<file path="src/common/wdt_map.vh">
// Register offsets, field positions, reset values and timing counts
// Included by the watchdog design file and its testbench; definitions only
`ifndef WDT_MAP_VH
`define WDT_MAP_VH
`define ADDR_PERIOD_SELECT 4'h0
`define ADDR_CONTROL 4'h4
`define ADDR_STATUS 4'h8
`define ADDR_COMMAND 4'hC
`define PERIOD_RESET 3'h7
`define KEY_RESET 4'hA
`define KEY_DISABLE 4'hA
`define PORT_RESET 8'hFF
`define CMD_CLEAR_SINGLE 0
`define CMD_CLEAR_FIRST 1
`define CMD_CLEAR_SECOND 2
`define CMD_SLEEP 3
`define CMD_WAKE 4
`define SRC_CRYSTAL 2'h0
`define SRC_SYSDIV4 2'h1
`define SRC_RC 2'h2
`define RESET_DELAY_MS 100
`define CLK_MHZ 100
`define RESET_DELAY_CYC (`RESET_DELAY_MS * 1000 * `CLK_MHZ)
`define STARTUP_LONG 1024
`define STARTUP_SHORT 2
`define TIMEOUT_BASE 8
`endif

</file>
<file path="src/design/edge_sync.v">
// Two-flop synchroniser with rising edge detect on the synchronised level
// Assumes the input is asynchronous to clk
`timescale 1ns/10ps
module edge_sync (
   input wire clk,
   input wire rst_n,
   input wire din,
   output wire level,
   output wire rise
);
   reg meta_r;
   reg sync_r;
   reg last_r;
   always @(posedge clk or negedge rst_n) begin
      if (!rst_n) begin
         meta_r <= 1'b0;
         sync_r <= 1'b0;
         last_r <= 1'b0;
      end else begin
         meta_r <= din;
         sync_r <= meta_r;
         last_r <= sync_r;
      end
   end
   assign level = sync_r;
   assign rise = sync_r & ~last_r;
endmodule // edge_sync

</file>
<file path="src/design/watchdog_and_reset_sources.v">
// Watchdog timer and reset sequencer with an AXI4-Lite register slave
// Assumes the core issues clear/sleep commands as one-cycle pulses
//
// Our own choices: the AXI4-Lite interface to the registers and the register offsets.
`timescale 1ns/10ps
`include "wdt_map.vh"
module watchdog_and_reset_sources #(
   parameter RESET_DELAY = `RESET_DELAY_CYC,
   parameter STARTUP_LONG = `STARTUP_LONG,
   parameter STARTUP_SHORT = `STARTUP_SHORT
) (
   input wire sys_clk,
   input wire rst_n,
   input wire [3:0] s_axi_awaddr,
   input wire s_axi_awvalid,
   output wire s_axi_awready,
   input wire [31:0] s_axi_wdata,
   input wire [3:0] s_axi_wstrb,
   input wire s_axi_wvalid,
   output wire s_axi_wready,
   output reg [1:0] s_axi_bresp,
   output reg s_axi_bvalid,
   input wire s_axi_bready,
   input wire [3:0] s_axi_araddr,
   input wire s_axi_arvalid,
   output wire s_axi_arready,
   output reg [31:0] s_axi_rdata,
   output reg [1:0] s_axi_rresp,
   output reg s_axi_rvalid,
   input wire s_axi_rready,
   input wire cfgWdtEnable,
   input wire [1:0] cfgClkSource,
   input wire cfgPairClear,
   input wire cfgShortStartup,
   input wire cfgRcSysClock,
   input wire externalResetPinN,
   input wire lowVoltageReset,
   input wire lowFreqCrystalClock,
   input wire lowSpeedInternalRc,
   input wire [4:0] coreCmd,
   output reg coreResetN,
   output reg pcSpReset,
   output reg wakeUp,
   output reg sleeping,
   output reg timeoutFlag,
   output reg [7:0] portData,
   output reg [7:0] portControl
);
   localparam ST_HOLD = 3'b001;
   localparam ST_DELAY = 3'b010;
   localparam ST_RUN = 3'b100;
   localparam [10:0] START_LONG_CNT = STARTUP_LONG - 1;
   localparam [10:0] START_SHORT_CNT = STARTUP_SHORT - 1;

   wire crystalTick;
   wire rcTick;
   wire pinLevel;
   wire lvrLevel;
   reg [2:0] periodSel_r;
   reg [3:0] enableKey_r;
   reg [15:0] count_r;
   reg [1:0] div4_r;
   reg lastPair_r;
   reg pairSeen_r;
   reg [2:0] state_r;
   reg [31:0] delay_r;
   reg [10:0] startup_r;
   reg starting_r;
   reg portInit_r;

   edge_sync crystalSync (
      .clk(sys_clk),
      .rst_n(rst_n),
      .din(lowFreqCrystalClock),
      .level(),
      .rise(crystalTick)
   );
   edge_sync rcSync (
      .clk(sys_clk),
      .rst_n(rst_n),
      .din(lowSpeedInternalRc),
      .level(),
      .rise(rcTick)
   );
   edge_sync pinSync (
      .clk(sys_clk),
      .rst_n(rst_n),
      .din(externalResetPinN),
      .level(pinLevel),
      .rise()
   );
   edge_sync lvrSync (
      .clk(sys_clk),
      .rst_n(rst_n),
      .din(lowVoltageReset),
      .level(lvrLevel),
      .rise()
   );

   // Pin low or low voltage both act as an external reset
   wire extReset = ~pinLevel | lvrLevel;
   wire running = (state_r == ST_RUN);
   wire active = cfgWdtEnable | (enableKey_r != `KEY_DISABLE);
   wire sysTick = running & ~sleeping & (div4_r == 2'h3);
   reg wdtTick;
   always @* begin
      case (cfgClkSource)
         `SRC_CRYSTAL: wdtTick = crystalTick;
         `SRC_SYSDIV4: wdtTick = sysTick;
         default: wdtTick = rcTick;
      endcase
   end

   wire cmdSingle = coreCmd[`CMD_CLEAR_SINGLE] & running & ~starting_r;
   wire cmdFirst = coreCmd[`CMD_CLEAR_FIRST] & running & ~starting_r;
   wire cmdSecond = coreCmd[`CMD_CLEAR_SECOND] & running & ~starting_r;
   wire cmdSleep = coreCmd[`CMD_SLEEP] & running & ~starting_r;
   wire cmdWake = coreCmd[`CMD_WAKE] & sleeping;
   // Second of pair only counts when it differs from the last one seen
   wire pairHit = (cmdFirst & (~pairSeen_r | lastPair_r)) |
      (cmdSecond & (~pairSeen_r | ~lastPair_r));
   wire swClear = active & (cfgPairClear ? pairHit : cmdSingle);
   wire [15:0] limit = 16'h0001 << (`TIMEOUT_BASE + periodSel_r);
   wire overflow = active & running & ~starting_r & wdtTick &
      (count_r + 16'h0001 == limit);

   // AXI4-Lite slave, one outstanding write and read
   reg awHeld_r;
   reg wHeld_r;
   reg [3:0] awAddr_r;
   reg [31:0] wData_r;
   reg [3:0] wStrb_r;
   assign s_axi_awready = ~awHeld_r & ~s_axi_bvalid;
   assign s_axi_wready = ~wHeld_r & ~s_axi_bvalid;
   assign s_axi_arready = ~s_axi_rvalid;
   wire doWrite = awHeld_r & wHeld_r;
   wire wrPeriod = doWrite & (awAddr_r == `ADDR_PERIOD_SELECT) & wStrb_r[0];
   wire wrControl = doWrite & (awAddr_r == `ADDR_CONTROL) & wStrb_r[0];
   wire wrOk = (awAddr_r == `ADDR_PERIOD_SELECT) |
      (awAddr_r == `ADDR_CONTROL) | (awAddr_r == `ADDR_STATUS) |
      (awAddr_r == `ADDR_COMMAND);

   always @(posedge sys_clk or negedge rst_n) begin
      if (!rst_n) begin
         awHeld_r <= 1'b0;
         wHeld_r <= 1'b0;
         awAddr_r <= 4'h0;
         wData_r <= 32'h0000_0000;
         wStrb_r <= 4'h0;
         s_axi_bvalid <= 1'b0;
         s_axi_bresp <= 2'h0;
      end else begin
         if (s_axi_awvalid & s_axi_awready) begin
            awHeld_r <= 1'b1;
            awAddr_r <= s_axi_awaddr;
         end
         if (s_axi_wvalid & s_axi_wready) begin
            wHeld_r <= 1'b1;
            wData_r <= s_axi_wdata;
            wStrb_r <= s_axi_wstrb;
         end
         if (doWrite) begin
            awHeld_r <= 1'b0;
            wHeld_r <= 1'b0;
            s_axi_bvalid <= 1'b1;
            s_axi_bresp <= wrOk ? 2'h0 : 2'h2;
         end else if (s_axi_bvalid & s_axi_bready) begin
            s_axi_bvalid <= 1'b0;
         end
      end
   end

   reg [31:0] rdVal;
   reg rdOk;
   always @* begin
      rdOk = 1'b1;
      case (s_axi_araddr)
         `ADDR_PERIOD_SELECT: rdVal = {29'h0, periodSel_r};
         `ADDR_CONTROL: rdVal = {28'h0, enableKey_r};
         `ADDR_STATUS: rdVal = {27'h0, starting_r, ~running, active,
            sleeping, timeoutFlag};
         `ADDR_COMMAND: rdVal = 32'h0000_0000;
         default: begin
            rdVal = 32'h0000_0000;
            rdOk = 1'b0;
         end
      endcase
   end

   always @(posedge sys_clk or negedge rst_n) begin
      if (!rst_n) begin
         s_axi_rvalid <= 1'b0;
         s_axi_rdata <= 32'h0000_0000;
         s_axi_rresp <= 2'h0;
      end else if (s_axi_arvalid & s_axi_arready) begin
         s_axi_rvalid <= 1'b1;
         s_axi_rdata <= rdVal;
         s_axi_rresp <= rdOk ? 2'h0 : 2'h2;
      end else if (s_axi_rready) begin
         s_axi_rvalid <= 1'b0;
      end
   end

   // Reset sequencer: hold while external reset, then delay, then run
   always @(posedge sys_clk or negedge rst_n) begin
      if (!rst_n) begin
         state_r <= ST_HOLD;
         delay_r <= 32'h0000_0000;
      end else begin
         case (state_r)
            ST_HOLD: begin
               delay_r <= 32'h0000_0000;
               if (!extReset) begin
                  state_r <= ST_DELAY;
               end
            end
            ST_DELAY: begin
               if (extReset) begin
                  state_r <= ST_HOLD;
               end else if (delay_r >= RESET_DELAY - 1) begin
                  state_r <= ST_RUN;
               end else begin
                  delay_r <= delay_r + 32'h0000_0001;
               end
            end
            ST_RUN: begin
               if (extReset) begin
                  state_r <= ST_HOLD;
               end
            end
            default: state_r <= ST_HOLD;
         endcase
      end
   end

   always @(posedge sys_clk or negedge rst_n) begin
      if (!rst_n) begin
         periodSel_r <= `PERIOD_RESET;
         enableKey_r <= `KEY_RESET;
         count_r <= 16'h0000;
         div4_r <= 2'h0;
         lastPair_r <= 1'b0;
         pairSeen_r <= 1'b0;
         timeoutFlag <= 1'b0;
         sleeping <= 1'b0;
         coreResetN <= 1'b0;
         pcSpReset <= 1'b0;
         wakeUp <= 1'b0;
         startup_r <= 11'h000;
         starting_r <= 1'b0;
         portInit_r <= 1'b1;
         portData <= `PORT_RESET;
         portControl <= `PORT_RESET;
      end else begin
         pcSpReset <= 1'b0;
         wakeUp <= 1'b0;
         div4_r <= div4_r + 2'h1;
         portInit_r <= 1'b0;
         // Only full resets pull the core low; a sleep wake leaves it out
         coreResetN <= running & (coreResetN | ~starting_r);
         if (wrPeriod) begin
            periodSel_r <= wData_r[2:0];
         end
         if (wrControl) begin
            enableKey_r <= wData_r[3:0];
         end
         if (portInit_r) begin
            portData <= `PORT_RESET;
            portControl <= `PORT_RESET;
         end
         if (starting_r) begin
            if (startup_r == 11'h000) begin
               starting_r <= 1'b0;
            end else begin
               startup_r <= startup_r - 11'h001;
            end
         end
         if (extReset | !running) begin
            count_r <= 16'h0000;
            sleeping <= 1'b0;
            pairSeen_r <= 1'b0;
            periodSel_r <= `PERIOD_RESET;
            enableKey_r <= `KEY_RESET;
            coreResetN <= 1'b0;
         end else if (overflow & ~sleeping) begin
            count_r <= 16'h0000;
            timeoutFlag <= 1'b1;
            periodSel_r <= `PERIOD_RESET;
            enableKey_r <= `KEY_RESET;
            pairSeen_r <= 1'b0;
            coreResetN <= 1'b0;
            starting_r <= 1'b1;
            startup_r <= START_LONG_CNT;
         end else if (overflow) begin
            count_r <= 16'h0000;
            timeoutFlag <= 1'b1;
            sleeping <= 1'b0;
            wakeUp <= 1'b1;
            pcSpReset <= 1'b1;
            starting_r <= 1'b1;
            startup_r <= (cfgRcSysClock & cfgShortStartup) ?
               START_SHORT_CNT : START_LONG_CNT;
         end else if (cmdSleep) begin
            count_r <= 16'h0000;
            sleeping <= 1'b1;
            timeoutFlag <= 1'b0;
         end else if (cmdWake) begin
            sleeping <= 1'b0;
            wakeUp <= 1'b1;
         end else if (swClear) begin
            count_r <= 16'h0000;
            timeoutFlag <= 1'b0;
            pairSeen_r <= cfgPairClear;
            lastPair_r <= cmdSecond;
         end else if (active & wdtTick & ~starting_r) begin
            count_r <= count_r + 16'h0001;
         end
      end
   end
endmodule // watchdog_and_reset_sources

</file>
<file path="config.mk">
export PLATFORM = sky130hd
export DESIGN_NAME = watchdog_and_reset_sources
export DESIGN_NICKNAME = d
export VERILOG_FILES = /design/src/design/edge_sync.v /design/src/design/watchdog_and_reset_sources.v
export VERILOG_INCLUDE_DIRS = /design/src /design/src/common
export SDC_FILE = /design/constraint.sdc
export NUM_CORES = 1
export LEC_CHECK = 0
export BUFFER_PORTS_ARGS = -buffer_cell sky130_fd_sc_hd__buf_2
export CAP_MARGIN = 5
export CORE_MARGIN = 3
export CORE_UTILIZATION = 35
export CTS_CLUSTER_DIAMETER = 30
export DETAILED_ROUTE_END_ITERATION = 16
export PLACE_DENSITY_LB_ADDON = 0.12
export SKIP_LAST_GASP = 1
export SLEW_MARGIN = 10
export SYNTH_ARGS = -nofsm -noshare
export SYNTH_HDL_FRONTEND = slang
export SYNTH_HIERARCHICAL = 1
export SYNTH_SLANG_ARGS = --single-unit
</file>
<file path="constraint.sdc">
create_clock -name sys_clk -period 4.12 [get_ports sys_clk]
set_clock_uncertainty 0.1 [all_clocks]
set_input_delay 0.824 -clock sys_clk [delete_from_list [all_inputs] [get_ports sys_clk]]
set_output_delay 0.824 -clock sys_clk [all_outputs]
set_load 0.03 [all_outputs]
</file>
==> flow_summary.ini, run 1 <==
[worst_hold_path]
hold_start = rcSync/meta_r$_DFF_PN0_
hold_path_class = reg2reg

[placed_design]
placed_cells = 882
hpwlAfterDp_um = 9960
io_buffers = 51
pre_cts_slack_ps = 827
routabilityCongestion = 0.805

[pwr]
p_per_area_mw_per_mm2 = 373
p_leak_uw = 0.00286
peakVddDrop_v = 0.000231
finalPower_uw = 2480

[clock_network]
cts_setup_buffers = 0
post_cts_resized = 0
hold_buffers = 0
cts_htree_levels = 3
clkSlewWorstSetupHoldPaths_ps = 80
cts_tree = done
cts_inserted_buffers = 9
cts_max_path_buffers = 2
clockRootBuffer = clkbuf_16
cts.sinks = 109
clk_latency_ps = 360

[detailed_routing]
viasPerCell = 5.13
routed_wirelength_um = 14000
ant_nets = 0
routedWlPerCell_um = 15.6
drt-pass1-iter-count = 5
drc_errors = 0
drt-initial-drc-count = 269
vias = 4604

[run]
cap_violations = 0

[layout]
diodes = 0
drive_gt1_share_pct = 15.9
final_common_cell = dfrtp_1
final_util_pct = 39.7
final_cell_mix = dfrtp_1 (103), nor2_1 (70), buf_2 (50)
syn_to_final_growth_pct = 9.48
nets = 744
fin_cells = 898

[floorplanning]
rows = 47
io_pins = 128
die_width_um = 138
start_util_pct = 36.2
core_mm2 = 0.0168
die_area_mm2 = 0.0190
die_y_um = 138

[worst_setup_path]
start_kind = register
r2r_setup_slack_ps = 1000
worst_ep_required_time_ps = 4250
crit_path_end_kind = register
r2r_start = count_r[0]$_DFFE_PN0P_
reg2reg_depth = 9
cp-startpoint = count_r[0]$_DFFE_PN0P_
critPathMaxFanout = 17
cp-endpoint = lastPair_r$_DFFE_PN0P_
worstPathArrival_ps = 3250
critPathKind = reg2reg
rr_endpoint = lastPair_r$_DFFE_PN0P_

[global_route]
antenna_found_initial = 0
grt_overflow = 0
grt_first_pass_wirelength_um = 22700
grt_max_degree = 63
grt_usage_pct = 15.3
first_global_vias = 4481

[timing]
max_slew_margin_pct = 40.8
slew_viol_final = 0
max_clock_freq_mhz = 320
tightest_slew_ps = 876
setup_viol = 0
period_minus_slack_ps = 3120
grt_setup_unrepaired = false
fin_setup_tns_ps = 0
period_share_pct = 75.8
fin_ws_ps = 996
final-hold-violation-count = 0

[yosys]
yosysWarnings = 6
avgSynthCellArea_um2 = 9.55
syn-instance-count = 636
syn_area_mm2 = 0.00607

[outcome]
status = finished clean
-- registers in the layout, indices dropped and copies added (netlist names), 2 cells and up --
name / count
count_r: 16
state_r: 3
delay_r: 32
enableKey_r: 4
periodSel_r: 3
s_axi_rdata: 5
startup_r: 11
wData_r: 4
awAddr_r: 4
div4_r: 2
-- per-stage QoR --
step / hold WS (ps) / area, um2
4_1_cts: 255 / 6650
3_3_place_gp: 238 / 6330
2_1_floorplan: 231 / 6230
3_5_place_dp: 236 / 6330
5_1_grt: 261 / 6650
6_report: 253 / 6650
-- power by group --
group | internal (uW) | switching (uW) | leakage, uW
registers | 1150 | 58.0 | 0.00139
logic | 116 | 223 | 0.00132
clock network | 488 | 448 | 0.000152
total | 1750 | 729 | 0.00286
-- worst max-delay path, cell delays in order, from the launching register on --
cell and delay, ps:
dfrtp_1 440, ha_1 350, nand4_1 210, nor4_2 400, xnor2_1 210, mux2i_1 280, nand4_1 130, or2_1 340
nand3_2 360, o21ai_0 150
-- final cells by class --
type                    instances  area [um2]
fillers                      1696       10100
multi-input cells             480        2950
flip-flops and latches        109        2740
repair buffers                 58         310
well taps                     220         275
clock buffers                   9         225
clock inverters                 7        93.8
inverters                      15        56.3
-- per-layer routing --
metal / vias up / routed length, um / global-route usage [%]
met5: - / 0 / 0
met4: 0 / 177 / 3.90
met3: 11 / 581 / 3.80
met2: 91 / 6770 / 25.1
met1: 2282 / 6460 / 20.3
li1: 2220 / - / -
-- how the worst min path moves through the flow --
| stage | slack (ps) | to | cells past startpoint |
|---|---|---|---|
| global route | 260 | rcSync/level$_DFF_PN0_ | 0 |
| CTS | 260 | rcSync/level$_DFF_PN0_ | 0 |
| finish | 250 | rcSync/level$_DFF_PN0_ | 0 |
| detailed placement | 240 | rcSync/level$_DFF_PN0_ | 0 |
| floorplan | 230 | crystalSync/level$_DFF_PN0_ | 0 |
| global placement | 240 | rcSync/level$_DFF_PN0_ | 0 |
(Power assumes the default switching activity.)
==> inputs of run 2 (changes only) <==
==> constraint.sdc (replaced) <==
create_clock -name sys_clk -period 2.84 [get_ports sys_clk]
set_clock_uncertainty 0.1 [all_clocks]
set_input_delay 0.568 -clock sys_clk [delete_from_list [all_inputs] [get_ports sys_clk]]
set_output_delay 0.568 -clock sys_clk [all_outputs]
set_load 0.03 [all_outputs]
==> run 2 against run 1 <==
Largest cell class unchanged; non-clock buffer count increased by 29; via count is essentially flat; flip-flop and latch count is the same; critical path type unchanged.
==> flow_summary.ini, run 2 (synthesized netlist as in run 1, its figures left out) <==
[outcome]
status = finished clean

[worst_setup_path]
worst_ep_required_time_ps = 2980
slowest_delay_ps = 470
critPathKind = reg2reg
crit_chain = nand3_2 > nor4_4 > xnor2_1 > mux2i_1 > nand4_1 > or2_1 > o21a_4 > a21boi_1
start_kind = register
crit_slowest_cell = dfrtp_1
crit_path_end_kind = register
critPathMaxFanout = 8
worstPathArrival_ps = 2800

[global_route]
grt_max_degree = 49
antenna_found_initial = 0
first_global_vias = 4610
grt_overflow = 0
grt_usage_pct = 15.5
grt_first_pass_wirelength_um = 23100

[timing]
fin_setup_tns_ps = 0
final-hold-violation-count = 0
tightest_slew_ps = 833
max_slew_margin_pct = 43.7
slew_viol_final = 0
setup_viol = 0
period_share_pct = 93.8
fin_ws_ps = 177
grt_setup_unrepaired = false
fin_hold_ws_ps = 114
max_clock_freq_mhz = 375
period_minus_slack_ps = 2660

[floorplanning]
io_pins = 128
die_width_um = 138
die_area_mm2 = 0.0190
start_util_pct = 36.2
rows = 47
core_mm2 = 0.0168
die_y_um = 138

[clock_network]
clk_latency_ps = 360
hold_buffers = 0
cts_tree = done
cts.sinks = 109
cts_setup_buffers = 0
clkSlewWorstSetupHoldPaths_ps = 80
cts_inserted_buffers = 9
cts_htree_levels = 3
cts_max_path_buffers = 2
clockRootBuffer = clkbuf_16

[layout]
final_cell_area_mm2 = 0.00690
syn_to_final_growth_pct = 13.7
drive_gt1_share_pct = 19.8
final_common_cell = dfrtp_1
nets = 773
diodes = 0
largest_reg_flops = 32
top_regs = delay_r (32), count_r (16), startup_r (11)
top_register = delay_r
final_cell_mix = dfrtp_1 (100), nor2_1 (70), buf_2 (50)

[pwr]
p_per_area_mw_per_mm2 = 517
p_leak_uw = 0.00303
peakVddDrop_v = 0.000368
finalPower_uw = 3570

[detailed_routing]
vias = 4606
routed_wirelength_um = 14100
routedWlPerCell_um = 15.2
drc_errors = 0
viasPerCell = 4.97
drt-pass1-iter-count = 4
ant_nets = 0
drt-initial-drc-count = 244

[run]
cap_violations = 0

[placed_design]
pre_cts_slack_ps = 122
routabilityCongestion = 0.820
io_buffers = 51
hpwlAfterDp_um = 10300
postPlaceCellArea_mm2 = 0.00658

[worst_hold_path]
hold_path_class = in2async
[run 2: cell types whose count changed in the layout (fill, tap and decap cells not counted), moves of 2 or more]
cell / delta
dfrtp_1: -3
buf_4: +26
dfrtp_2: +3
inv_6: +2
buf_12: +3
[run 2: metrics by stage]
stage,utilization (%),std cells
final,41.2,927
after global routing,41.2,927
after floorplan,-,679
after CTS,41.1,927
after global placement,39.3,911
after detailed placement,39.3,911
[run 2: layer usage]
metal | global-route usage (%) | routed length, um | up-vias
li1 | - | - | 2277
met1 | 21.0 | 6590 | 2237
met2 | 24.8 | 6770 | 84
met3 | 3.83 | 550 | 8
met4 | 4.01 | 157 | 0
met5 | 0 | 0 | -
[run 2: what timing repair did]
action,4_1_cts,5_1_grt
gates resized for setup,0,4
endpoints found under the hold margin,0,0
endpoints found under the setup margin,0,22
[run 2: worst paths after layout]
path                                       endpoint                     start  slack (ps)  depth (start not counted)
max reg2reg                    coreResetN$_DFF_PN0_    count_r[5]$_DFFE_PN0P_         180                          8
max                            coreResetN$_DFF_PN0_    count_r[5]$_DFFE_PN0P_         180                          8
min reg2reg                 lvrSync/level$_DFF_PN0_  lvrSync/meta_r$_DFF_PN0_         250                          0
min in group sys_clk       pinSync/meta_r$_DFF_PN0_         externalResetPinN         210                          1
min                         delay_r[25]$_DFFE_PN0P_                     rst_n         110                          1
max in group asynchronous    state_r[0]$_DFFE_PN1P_                     rst_n        1810                          2
[run 2: worst max-delay path: cells and delay by family (launching register included)]
family / cells / cell delay [ps]
AOI/OAI and AO/OA: 2 / 390
xor gates and xnor gates: 1 / 180
DFF: 1 / 470
muxes: 1 / 310
and+or+nand+nor: 4 / 1100
[run 2: area by class of cell]
class,instances,area (um2)
sequential,109,2740
clock buffer,9,225
inverter,15,56.3
fill,1668,9860
clock inverter,7,81.3
multi-input combinational,480,2960
timing repair buffer,87,566
tap,220,275
[run 2: power by group]
group | leakage [uW] | internal, uW | switching, uW
combinational | 0.00149 | 173 | 321
sequential | 0.00139 | 1660 | 83.4
clock | 0.000152 | 700 | 628
